`src/dram_pkg.sv`:
```
`default_nettype none
package dram_pkg;

	// clock and refresh figures
	localparam int CLK_PERIOD_NS  = 20;
	localparam int CLK_PER_MS     = 1000000 / CLK_PERIOD_NS;
	localparam int REF_STD_MS     = 2;
	localparam int REF_FAST_MS    = 1;
	localparam int REF_STD_DEF_CYC  = REF_STD_MS * CLK_PER_MS;
	localparam int REF_FAST_DEF_CYC = REF_FAST_MS * CLK_PER_MS;
	localparam int ROW_BITS       = 6;
	localparam int REF_ROWS       = 64;
	localparam int ADDR_BITS      = 12;
	localparam int REF_SLOT_BITS  = 16;

	// device timing in ns
	localparam int ACCESS_NS      = 300;
	localparam int READ_CE_MIN_NS = 280;
	localparam int WRITE_CE_MIN_NS = 480;
	localparam int RMW_CE_MIN_NS  = 620;
	localparam int CE_MAX_NS      = 3000;
	localparam int CE_OFF_NS      = 180;
	localparam int WE_OFF_NS      = 340;
	localparam int READ_CYCLE_NS  = 500;
	localparam int WRITE_CYCLE_NS = 700;
	localparam int RMW_CYCLE_NS   = 840;
	localparam int WRITE_WAIT_NS  = 0;
	localparam int WW_BAND_LO_NS  = 50;
	localparam int WW_BAND_HI_NS  = 170;

	// least times round up, longest times round down
	localparam int ACC_CYC = (ACCESS_NS + CLK_PERIOD_NS - 1) / CLK_PERIOD_NS;
	localparam int READ_CE_MIN_CYC =
		(READ_CE_MIN_NS + CLK_PERIOD_NS - 1) / CLK_PERIOD_NS;
	localparam int WRITE_CE_MIN_CYC =
		(WRITE_CE_MIN_NS + CLK_PERIOD_NS - 1) / CLK_PERIOD_NS;
	localparam int RMW_CE_MIN_CYC =
		(RMW_CE_MIN_NS + CLK_PERIOD_NS - 1) / CLK_PERIOD_NS;
	localparam int CE_MAX_CYC = CE_MAX_NS / CLK_PERIOD_NS;
	localparam int CE_OFF_CYC = (CE_OFF_NS + CLK_PERIOD_NS - 1) / CLK_PERIOD_NS;
	localparam int WE_OFF_CYC = (WE_OFF_NS + CLK_PERIOD_NS - 1) / CLK_PERIOD_NS;
	localparam int READ_CYCLE_CYC =
		(READ_CYCLE_NS + CLK_PERIOD_NS - 1) / CLK_PERIOD_NS;
	localparam int WRITE_CYCLE_CYC =
		(WRITE_CYCLE_NS + CLK_PERIOD_NS - 1) / CLK_PERIOD_NS;
	localparam int RMW_CYCLE_CYC =
		(RMW_CYCLE_NS + CLK_PERIOD_NS - 1) / CLK_PERIOD_NS;
	localparam int WRITE_WAIT_CYC = WRITE_WAIT_NS / CLK_PERIOD_NS;
	localparam int WW_BAND_LO_CYC = WW_BAND_LO_NS / CLK_PERIOD_NS;
	localparam int WW_BAND_HI_CYC =
		(WW_BAND_HI_NS + CLK_PERIOD_NS - 1) / CLK_PERIOD_NS;

	// strobe widths: read keeps strobe up past the sample edge
	localparam int READ_ON_CYC = (ACC_CYC + 1 > READ_CE_MIN_CYC) ?
		ACC_CYC + 1 : READ_CE_MIN_CYC;
	localparam int WRITE_ON_CYC = (WE_OFF_CYC > WRITE_CE_MIN_CYC) ?
		WE_OFF_CYC : WRITE_CE_MIN_CYC;
	localparam int RMW_ON_CYC = (ACC_CYC + WE_OFF_CYC > RMW_CE_MIN_CYC) ?
		ACC_CYC + WE_OFF_CYC : RMW_CE_MIN_CYC;
	localparam int READ_PRE_CYC = (READ_CYCLE_CYC - READ_ON_CYC > CE_OFF_CYC)
		? READ_CYCLE_CYC - READ_ON_CYC : CE_OFF_CYC;
	localparam int WRITE_PRE_CYC =
		(WRITE_CYCLE_CYC - WRITE_ON_CYC > CE_OFF_CYC)
		? WRITE_CYCLE_CYC - WRITE_ON_CYC : CE_OFF_CYC;
	localparam int RMW_PRE_CYC = (RMW_CYCLE_CYC - RMW_ON_CYC > CE_OFF_CYC)
		? RMW_CYCLE_CYC - RMW_ON_CYC : CE_OFF_CYC;

	typedef enum logic [1:0] {OP_READ, OP_WRITE, OP_RMW} op_e;
	typedef enum logic [1:0] {K_READ, K_WRITE, K_RMW, K_REFRESH} kind_e;
	typedef enum logic [1:0] {ST_IDLE, ST_ACTIVE, ST_PRE} st_e;

	// user request
	typedef struct packed {
		logic                 valid;
		op_e                  op;
		logic [ADDR_BITS-1:0] addr;
		logic                 wdata;
	} mem_req_s;

	// memory pins driven by the controller
	typedef struct packed {
		logic                 ce;
		logic                 select_b;
		logic                 write_b;
		logic [ADDR_BITS-1:0] cell_index;
		logic                 din;
	} dram_pins_s;

	function automatic logic [5:0] on_len(input kind_e k);
		case (k)
			K_WRITE: on_len = 6'(WRITE_ON_CYC);
			K_RMW:   on_len = 6'(RMW_ON_CYC);
			default: on_len = 6'(READ_ON_CYC);
		endcase
	endfunction

	function automatic logic [5:0] pre_len(input kind_e k);
		case (k)
			K_WRITE: pre_len = 6'(WRITE_PRE_CYC);
			K_RMW:   pre_len = 6'(RMW_PRE_CYC);
			default: pre_len = 6'(READ_PRE_CYC);
		endcase
	endfunction

endpackage
`default_nettype wire

```
`src/refresh_pacer.sv`:
```
`default_nettype none
module refresh_pacer
	import dram_pkg::*;
#(
	parameter int REF_STD_CYC  = REF_STD_DEF_CYC,
	parameter int REF_FAST_CYC = REF_FAST_DEF_CYC
)(
	input  wire logic                clk_i,
	input  wire logic                rst_b_i,
	input  wire logic                short_refresh_i,
	input  wire logic                ack_i,
	output logic                     due_o,
	output logic [ROW_BITS-1:0]      row_o
);

	localparam logic [REF_SLOT_BITS-1:0] SLOT_STD =
		REF_SLOT_BITS'(REF_STD_CYC / REF_ROWS);
	localparam logic [REF_SLOT_BITS-1:0] SLOT_FAST =
		REF_SLOT_BITS'(REF_FAST_CYC / REF_ROWS);

	logic [REF_SLOT_BITS-1:0] tick_ff;
	logic [REF_SLOT_BITS-1:0] nxt_tick;
	logic [REF_SLOT_BITS-1:0] slot;
	logic                     due_ff;
	logic                     nxt_due;
	logic [ROW_BITS-1:0]      row_ff;
	logic [ROW_BITS-1:0]      nxt_row;

	// slot per row: whole period over all rows, rounded down
	always_comb
	begin
		slot = short_refresh_i ? SLOT_FAST : SLOT_STD;
		nxt_tick = tick_ff + 16'h0001;
		nxt_due = due_ff;
		nxt_row = row_ff;
		if (tick_ff >= slot - 16'h0001)
		begin
			nxt_tick = 16'h0000;
		end
		if (ack_i)
		begin
			nxt_due = 1'b0;
			nxt_row = row_ff + 6'h01;
		end
		// a new slot beats a same-cycle ack, so no row is skipped
		if (tick_ff >= slot - 16'h0001)
		begin
			nxt_due = 1'b1;
		end
	end

	always_ff @(posedge clk_i or negedge rst_b_i)
	begin
		if (!rst_b_i)
		begin
			tick_ff <= 16'h0000;
			due_ff  <= 1'b0;
			row_ff  <= 6'h00;
		end
		else
		begin
			tick_ff <= nxt_tick;
			due_ff  <= nxt_due;
			row_ff  <= nxt_row;
		end
	end

	assign due_o = due_ff;
	assign row_o = row_ff;
endmodule
`default_nettype wire

```
`src/dram_ctrl.sv`:
```
`default_nettype none
// Notes on behaviour
// - refresh by reading each of 64 rows
// - every row within 2 ms, fast 1 ms
// - plastic slow grades need 1 ms period
// - read strobe 280 ns to 3000 ns
// - write strobe 480 ns to 3000 ns
// - read-modify-write cycle at least 840 ns
// - write wait never 50 to 170 ns
module dram_ctrl
	import dram_pkg::*;
#(
	parameter int REF_STD_CYC  = REF_STD_DEF_CYC,
	parameter int REF_FAST_CYC = REF_FAST_DEF_CYC
)(
	input  wire logic     clk_i,
	input  wire logic     rst_b_i,
	input  wire logic     short_refresh_i,
	input  wire mem_req_s req_i,
	output logic          req_ready_o,
	output logic          rdata_o,
	output logic          rdata_valid_o,
	output dram_pins_s    pins_o,
	input  wire logic     dout_i
);

	st_e                 state_ff;
	st_e                 nxt_state;
	kind_e               kind_ff;
	kind_e               nxt_kind;
	logic [5:0]          cnt_ff;
	logic [5:0]          nxt_cnt;
	dram_pins_s          pins_ff;
	dram_pins_s          nxt_pins;
	logic                ready_ff;
	logic                nxt_ready;
	logic                rdata_ff;
	logic                nxt_rdata;
	logic                valid_ff;
	logic                nxt_valid;
	logic                ref_due;
	logic                ref_ack;
	logic [ROW_BITS-1:0] ref_row;

	refresh_pacer #(
		.REF_STD_CYC  (REF_STD_CYC),
		.REF_FAST_CYC (REF_FAST_CYC)
	) u_pacer (
		.clk_i           (clk_i),
		.rst_b_i         (rst_b_i),
		.short_refresh_i (short_refresh_i),
		.ack_i           (ref_ack),
		.due_o           (ref_due),
		.row_o           (ref_row)
	);

	// cycle sequencer: idle, strobe high, precharge
	always_comb
	begin
		nxt_state = state_ff;
		nxt_kind = kind_ff;
		nxt_cnt = cnt_ff + 6'h01;
		nxt_pins = pins_ff;
		nxt_rdata = rdata_ff;
		nxt_valid = 1'b0;
		ref_ack = 1'b0;
		case (state_ff)
			ST_IDLE:
			begin
				nxt_cnt = 6'h00;
				// a request already offered is honoured before refresh
				if (ready_ff && req_i.valid)
				begin
					nxt_state = ST_ACTIVE;
					nxt_pins.ce = 1'b1;
					nxt_pins.select_b = 1'b0;
					nxt_pins.cell_index = req_i.addr;
					nxt_pins.din = req_i.wdata;
					case (req_i.op)
						OP_WRITE: nxt_kind = K_WRITE;
						OP_RMW:   nxt_kind = K_RMW;
						default:  nxt_kind = K_READ;
					endcase
					// write wait of zero, far below band
					nxt_pins.write_b = !(req_i.op == OP_WRITE &&
						WRITE_WAIT_CYC == 0);
				end
				else if (ref_due)
				begin
					ref_ack = 1'b1;
					nxt_state = ST_ACTIVE;
					nxt_kind = K_REFRESH;
					nxt_pins.ce = 1'b1;
					nxt_pins.select_b = 1'b1;
					nxt_pins.write_b = 1'b1;
					nxt_pins.cell_index = {6'h00, ref_row};
				end
			end
			ST_ACTIVE:
			begin
				// sample once access time has passed
				if (cnt_ff == 6'(ACC_CYC - 1) && kind_ff != K_REFRESH &&
					kind_ff != K_WRITE)
				begin
					nxt_rdata = dout_i;
					nxt_valid = 1'b1;
				end
				// modify phase starts at 300 ns, above band
				if (cnt_ff == 6'(ACC_CYC - 1) && kind_ff == K_RMW)
				begin
					nxt_pins.write_b = 1'b0;
				end
				if (cnt_ff == on_len(kind_ff) - 6'h01)
				begin
					nxt_state = ST_PRE;
					nxt_cnt = 6'h00;
					// output floats from here on, nothing sampled
					nxt_pins.ce = 1'b0;
					nxt_pins.write_b = 1'b1;
				end
			end
			ST_PRE:
			begin
				// full cycle time before the next strobe
				if (cnt_ff == pre_len(kind_ff) - 6'h01)
				begin
					nxt_state = ST_IDLE;
					nxt_cnt = 6'h00;
				end
			end
			default:
			begin
				nxt_state = ST_IDLE;
				nxt_cnt = 6'h00;
			end
		endcase
		// drop ready while refresh waits, so requests cannot starve it
		nxt_ready = (nxt_state == ST_IDLE) && !ref_due && !ref_ack;
	end

	always_ff @(posedge clk_i or negedge rst_b_i)
	begin
		if (!rst_b_i)
		begin
			state_ff <= ST_IDLE;
			kind_ff  <= K_READ;
			cnt_ff   <= 6'h00;
			pins_ff  <= '{ce: 1'b0, select_b: 1'b1, write_b: 1'b1,
				cell_index: 12'h000, din: 1'b0};
			ready_ff <= 1'b0;
			rdata_ff <= 1'b0;
			valid_ff <= 1'b0;
		end
		else
		begin
			state_ff <= nxt_state;
			kind_ff  <= nxt_kind;
			cnt_ff   <= nxt_cnt;
			pins_ff  <= nxt_pins;
			ready_ff <= nxt_ready;
			rdata_ff <= nxt_rdata;
			valid_ff <= nxt_valid;
		end
	end

	assign pins_o        = pins_ff;
	assign req_ready_o   = ready_ff;
	assign rdata_o       = rdata_ff;
	assign rdata_valid_o = valid_ff;

	// helper counters for checking: strobe width and rise-to-rise
	logic [7:0] hi_cnt_ff;
	logic [7:0] nxt_hi_cnt;
	logic [7:0] per_cnt_ff;
	logic [7:0] nxt_per_cnt;
	logic       ce_d_ff;

	always_comb
	begin
		nxt_hi_cnt = 8'h00;
		if (pins_ff.ce)
		begin
			nxt_hi_cnt = (hi_cnt_ff == 8'hff) ? 8'hff : hi_cnt_ff + 8'h01;
		end
		nxt_per_cnt = (per_cnt_ff == 8'hff) ? 8'hff : per_cnt_ff + 8'h01;
		if (pins_ff.ce && !ce_d_ff)
		begin
			nxt_per_cnt = 8'h01;
		end
	end

	always_ff @(posedge clk_i or negedge rst_b_i)
	begin
		if (!rst_b_i)
		begin
			hi_cnt_ff  <= 8'h00;
			per_cnt_ff <= 8'hff;
			ce_d_ff    <= 1'b0;
		end
		else
		begin
			hi_cnt_ff  <= nxt_hi_cnt;
			per_cnt_ff <= nxt_per_cnt;
			ce_d_ff    <= pins_ff.ce;
		end
	end
endmodule
`default_nettype wire

```
`config.mk`:
```
export PLATFORM = sky130hd
export DESIGN_NAME = dram_ctrl
export DESIGN_NICKNAME = d
export VERILOG_FILES = /design/src/dram_pkg.sv /design/src/refresh_pacer.sv /design/src/dram_ctrl.sv
export SDC_FILE = /design/constraint.sdc
export NUM_CORES = 1
export LEC_CHECK = 0
export BUFFER_PORTS_ARGS = -buffer_cell sky130_fd_sc_hd__buf_2
export CAP_MARGIN = 20
export CORE_MARGIN = 5
export CORE_UTILIZATION = 51
export DETAILED_ROUTE_END_ITERATION = 8
export PLACE_DENSITY = 0.76
export REMOVE_ABC_BUFFERS = 1
export SLEW_MARGIN = 20
export SYNTH_ARGS = -nofsm -noshare
export SYNTH_HDL_FRONTEND = slang
export SYNTH_SLANG_ARGS = --single-unit
export TNS_END_PERCENT = 50
```
`constraint.sdc`:
```
create_clock -name clk_i -period 2 [get_ports clk_i]
set_input_delay 0.5 -clock clk_i [delete_from_list [all_inputs] [get_ports clk_i]]
set_output_delay 0.5 -clock clk_i [all_outputs]
set_load 0.01 [all_outputs]
```
After elaboration in Yosys (flattened, before gate mapping)
Cells that the tools add are included.

Flip-flop bits (word level): 52. Latch bits: 0. Bits in writable memories: 0. Memory bits (read-only): 0. Bits of input ports: 20. Output and inout bits: 19. Memories: 0.

$add $sub $neg: 6. Multipliers: 0. Divide/modulo/power cells: 0. Order comparisons: 1. Equality and inequality tests: 14. Shifts and indexed selects: 0. Muxes and demuxes: 31. Bitwise operators: 0. Reductions and logical operators: 19.

Operator list (number): two-way mux 15 bit (2); two-way mux 6 bit (4); one-hot mux 6 bit (2 select lines) (2); adder 16 x 1 -> 16 bit, second input constant (1); >= comparator 16 bit (1); two-way mux 16 bit (1); subtractor 16 x 1 -> 16 bit, second input constant (1); adder 6 x 1 -> 6 bit, second input constant (2); == test 6 bit (2); two-way mux 2 bit (6); subtractor 6 x 1 -> 6 bit, second input constant (2); two-way mux 11 bit (1); two-way mux 1 bit (10); one-hot mux 2 bit (2 select lines) (2); == test 2 x 1 -> 1 bit, second input constant (3); == test 2 bit, second input constant (3); == test 6 x 4 -> 1 bit, second input constant (1); logical AND 1 bit (6); one-hot mux 2 bit (3 select lines) (1); AND reduction 2 bit (3); AND reduction 3 bit (2); nonzero test 2 bit (3); logical NOT 2 bit (2); inequality test 2 bit, second input constant (2); other kinds (5) (8).

Depth between registers and ports, before layout
Depth in word-level cells: 10. Mapped depth: 8.

Cells and area by module
From an unflattened synthesis, not the netlist that was laid out.

Cells, all modules: 229. Area total of the unflattened synthesis: 2627.5 µm².

By module, submodules not included: dram_ctrl (instances 1, cells each 131, area each 1450.1 µm², sequential area each 728.2 µm²); refresh_pacer (instances 1, cells each 98, area each 1177.4 µm², sequential area each 575.6 µm²).

Least setup slack after synthesis
Ideal clock, no wire load.

Kind: input to register. Start: in short_refresh_i. End: reg u_pacer.tick_ff[11]. Data arrival time: 1955 ps. Data required time: 1931 ps. Path slack: -25 ps. Cell stages on the path: 8. Buffers on the path: 1. Cell sequence: inv_1 -> ha_1 -> or3b_2 -> a21o_1 -> a31oi_1 -> o21ai_2 -> buf_6 -> nor2_2.

Cells in the longest elaborated chain, start to end: 4.

RTL lines: start: declaration (RTL line dram_ctrl.sv:18) `input wire logic short_refresh_i,`; two-way mux 11 bit (RTL line refresh_pacer.sv:32) `slot = short_refresh_i ? SLOT_FAST : SLOT_STD;`; subtractor 16 x 1 -> 16 bit (RTL line refresh_pacer.sv:36) `if (tick_ff >= slot - 16'h0001)`; >= comparator 16 bit (RTL line refresh_pacer.sv:36); two-way mux 16 bit (RTL line refresh_pacer.sv:36); net u_pacer.nxt_tick[11] (RTL line refresh_pacer.sv:22) `logic [REF_SLOT_BITS-1:0] nxt_tick;`; end signal: assignment (RTL line refresh_pacer.sv:62) `tick_ff <= nxt_tick;`; end: declaration (RTL line refresh_pacer.sv:21) `logic [REF_SLOT_BITS-1:0] tick_ff;`.

The timed path passes the listed nets, and every way through them passes these cells. A chain may end at the register's enable or synchronous reset.

Final worst setup path
Start: reg kind_ff[1]. End: reg ready_ff, in the netlist req_ready_o.

Cells in the longest elaborated chain, start to end: 10. Elaborated cells between the ends (all ways): 16.

RTL lines: start: declaration (RTL line dram_ctrl.sv:29) `kind_e kind_ff;`; start signal: assignment (RTL line dram_ctrl.sv:157) `kind_ff <= nxt_kind;`; == test 2 bit or == test 2 x 1 -> 1 bit (tied branches) (RTL line dram_pkg.sv:90, dram_pkg.sv:98); one-hot mux 2 bit (2 select lines) or one-hot mux 6 bit (2 select lines) (tied branches) (RTL line dram_pkg.sv:98, dram_pkg.sv:90); two-way mux 6 bit (RTL line dram_ctrl.sv:67) `case (state_ff)`; subtractor 6 x 1 -> 6 bit (on tied branches) (RTL line dram_ctrl.sv:125, dram_ctrl.sv:113); == test 6 bit (on tied branches) (RTL line dram_ctrl.sv:125, dram_ctrl.sv:113); two-way mux 2 bit (on tied branches) (RTL line dram_ctrl.sv:125, dram_ctrl.sv:113); one-hot mux 2 bit (3 select lines) (*) (RTL line dram_ctrl.sv:67); net nxt_state[0] (RTL line dram_ctrl.sv:28) `st_e nxt_state;`; logical NOT 2 bit (*) (RTL line dram_ctrl.sv:138) `nxt_ready = (nxt_state == ST_IDLE) && !ref_due && !ref_ack;`; logical AND 1 bit (*) (2 in series) (RTL line dram_ctrl.sv:138); net nxt_ready (RTL line dram_ctrl.sv:36) `logic nxt_ready;`; end signal: assignment (RTL line dram_ctrl.sv:160) `ready_ff <= nxt_ready;`; end: declaration (RTL line dram_ctrl.sv:35) `logic ready_ff;`.

Mark *: on every way through the listed nets, which the timed path passes. The rest lies on a longest branch. The select of a mux whose other input is x is not followed.

==> results.yml <==
timing:
  final_hold_viol_count: 0
  rsz0062_at_grt: "no"
  setup_viol: 0
  clock.fmax_ghz: 0.539
  final.period_utilization: 0.928
  finalSetupTns_ns: 0
  hold_slack_ns: 0.164
  final.min_clock_period_ns: 1.86
  maxSlewViolCount: 0
  fin_skew_ns: 0.00504
critical_path:
  r2r_end: "req_ready_o"
  r2r_start: "kind_ff[1]"
  end_kind: "flop"
  cp.depth: 8
  cp_data_arrival_time_ns: 2.08
  critPathMaxFanout: 5
  path_cells: "inv_1, ha_1, xor2_1, and3_1, a21boi_1, buf_4, o31a_1, nor3_1"
  crit_type: "reg -> reg"
  crit_path_end: "req_ready_o"
  crit_buf_inv: 2
  worstSetupStartpoint: "kind_ff[1]"
  critPathTopFamily: "flip-flops"
  cp.required_ns: 2.23
  r2r_slack_ns: 0.14
  worstRegToRegCells: 8
  slowest_stage: "dfrtp_1"
  slowest_delay_ns: 0.41
  startpoint_type: "flop"
synth:
  synthTopCellsByArea: "dfrtp_1 (50%), ha_1 (7.9%), xnor2_1 (4.5%)"
  syn_avg_cell_area_um2: 11.1
  ys_ff_latch: 52
  yosysTopAreaCell: "dfrtp_1"
  seq_area_frac_synth: 0.516
  syn_area_mm2: 0.00253
  syn_inst: 228
  synth_top_area_share: 0.495
  synth_cell_type_count: 42
  synth_warnings: 0
grt:
  grt_overflow: 0
  grt_use_total: 0.156
  grt_pass1_vias: 1854
  grt_first_pass_wirelength_mm: 7.98
  antenna_found_initial: 0
  grt_start_max_net_pins: 53
floorplanning:
  io_pins: 39
  die_h_um: 80.4
  die-area_mm2: 0.00646
  dieWidth_um: 80.4
  start_util: 0.532
  core_region_area_mm2: 0.00475
  rows: 25
placed_design:
  io_buffers: 38
  dp.cells: 343
  hpwl_mm: 3.36
  placed_cell_area_mm2: 0.00289
  place.gp.congestion: 0.864
finish:
  final_util: 0.629
  design_area_mm2: 0.00299
  multiInputGateArea_mm2: 0.00118
  seqCellArea_mm2: 0.00130
  area_growth_pct: 18.4
  nets: 319
  drive_above_1_share: 0.296
  n_fill_cell: 412
  instances_no_fill: 351
  diodes: 0
clocking:
  numCtsBuffers: 5
  cts_tree: "done"
  post_cts_buffers: 0
  clk_path_buf_depth: 2
  ctsRootBufferMaster: "clkbuf_8"
  h-tree-depth: 2
  insertion_delay_ns: 0.31
  cts.clk_slew.worst_paths_ns: 0.09
  cts.sinks: 52
routing:
  via_count: 1787
  drc: 0
  dr.first_iter.drc_count: 82
  dr.pass1.iters: 4
  avgViaCountPerCell: 5.09
  routed_wl_mm: 4.43
  drtAntennaViolNets: 0
  wl_per_cell_um: 12.6
power:
  combPwrFrac: 0.038
  pwr-share-clk: 0.348
  swShare: 0.226
  power_leakage_nw: 1.44
  p_seq_frac: 0.614
  switchingPower_mw: 0.388
  p_int_mw: 1.33
  powerDensity_mw_per_mm2: 575
  peakVddDrop_mv: 0.335
hold_path:
  holdCritPathClass: "in -> async"
run_status:
  outcome: "complete, no violations"
job:
  max_cap_violations: 0
worst min path at each step:
stage          startpoint                  to  slack, ns
3_3_place_gp    pins_o[6]           pins_o[6]       0.46
4_1_cts           rst_b_i  u_pacer.tick_ff[1]       0.17
3_5_place_dp    pins_o[6]           pins_o[6]       0.46
2_1_floorplan     rst_b_i           cnt_ff[0]       0.20
5_1_grt           rst_b_i  u_pacer.tick_ff[1]       0.18
6_report          rst_b_i  u_pacer.tick_ff[1]       0.16
Yosys cell counts:
library cell / count
a2111oi_4: 1
a21boi_0: 1
a21o_1: 2
a21o_2: 1
a21oi_1: 4
a221oi_1: 1
a22o_1: 6
a22oi_1: 2
a31oi_1: 4
and2_1: 3
and2b_2: 1
and3_1: 7
and4_1: 1
buf_2: 1
buf_6: 1
clkbuf_1: 3
conb_1: 1
dfrtp_1: 50
dfstp_2: 2
ha_1: 16
inv_1: 11
mux2_2: 3
mux2i_1: 6
nand2_1: 21
nand2b_1: 3
nand3_1: 6
nand4_1: 4
nor2_1: 12
nor2_2: 10
nor3_1: 3
nor4b_1: 1
o211a_1: 1
o21ai_0: 8
o21ai_2: 1
o22ai_1: 1
o31a_1: 1
or2_2: 3
or3b_2: 1
or4_1: 1
or4_4: 1
xnor2_1: 13
xor2_1: 9
registers in the layout, summed over array words and instances, names as in the netlist:
register / flops
rdata_valid_o: 1
req_ready_o: 1
pins_o: 16
cnt_ff: 6
u_pacer.tick_ff: 16
u_pacer.due_o: 1
rdata_o: 1
state_ff: 2
u_pacer.row_o: 6
kind_ff: 2
kinds of logic after synthesis:
logic type                 synth area share
DFF                                   0.516
muxes                                0.0371
xor gates and xnor gates             0.0762
adders and majority gates            0.0792
other                               0.00148
and+or+nand+nor                       0.162
AOI/OAI and AO/OA                     0.100
buffers and inverters                0.0272
timing repair:
action / 4_1_cts / 5_1_grt
resized for setup: 0 / 4
endpoints found under the setup margin: 0 / 14
hold buffers: 0 / 0
power groups by stage:
stage | registers (mW) | clock network [mW] | logic [mW]
final | 1.06 | 0.599 | 0.0654
after global routing | 1.06 | 0.662 | 0.0775
after CTS | 1.06 | 0.623 | 0.0675
after detailed placement | 1.08 | 0 | 0.0674
after global placement | 1.08 | 0 | 0.0657
after floorplan | 1.08 | 0 | 0.0145
cell type report:
class | count | area share
repair buffers | 50 | 0.0991
multi-input cells | 163 | 0.393
flip-flops and latches | 52 | 0.436
well taps | 67 | 0.0280
inverters | 11 | 0.0138
clock buffers | 5 | 0.0230
clock inverters | 3 | 0.00711
cells in the final DEF, fill, tap and decap left out, types with 5 or more instances in the layout:
cell type	instances
a22o_1	6
o21ai_0	7
dfrtp_1	50
buf_2	38
xor2_1	9
xnor2_1	13
clkbuf_8	5
nand3_1	6
ha_1	16
nor2_1	12
mux2i_1	6
nand2_1	21
and3_1	7
nor2_2	10
buf_4	10
inv_1	11
per-stage QoR:
| step | setup slack [ns] | power [mW] |
|---|---|---|
| floorplan | -0.385 | 1.09 |
| global placement | -0.185 | 1.14 |
| detailed placement | -0.227 | 1.15 |
| CTS | 0.0323 | 1.75 |
| global route | 0.00449 | 1.80 |
| finish | 0.144 | 1.72 |
layer usage:
| metal | share of wire | up-vias | global-route usage |
|---|---|---|---|
| li1 | - | 888 | - |
| met1 | 0.46 | 862 | 0.196 |
| met2 | 0.48 | 31 | 0.259 |
| met3 | 0.043 | 6 | 0.0404 |
| met4 | 0.014 | 0 | 0.0557 |
| met5 | 0 | - | 0 |
Note: power is estimated with default switching activity, not from simulation.
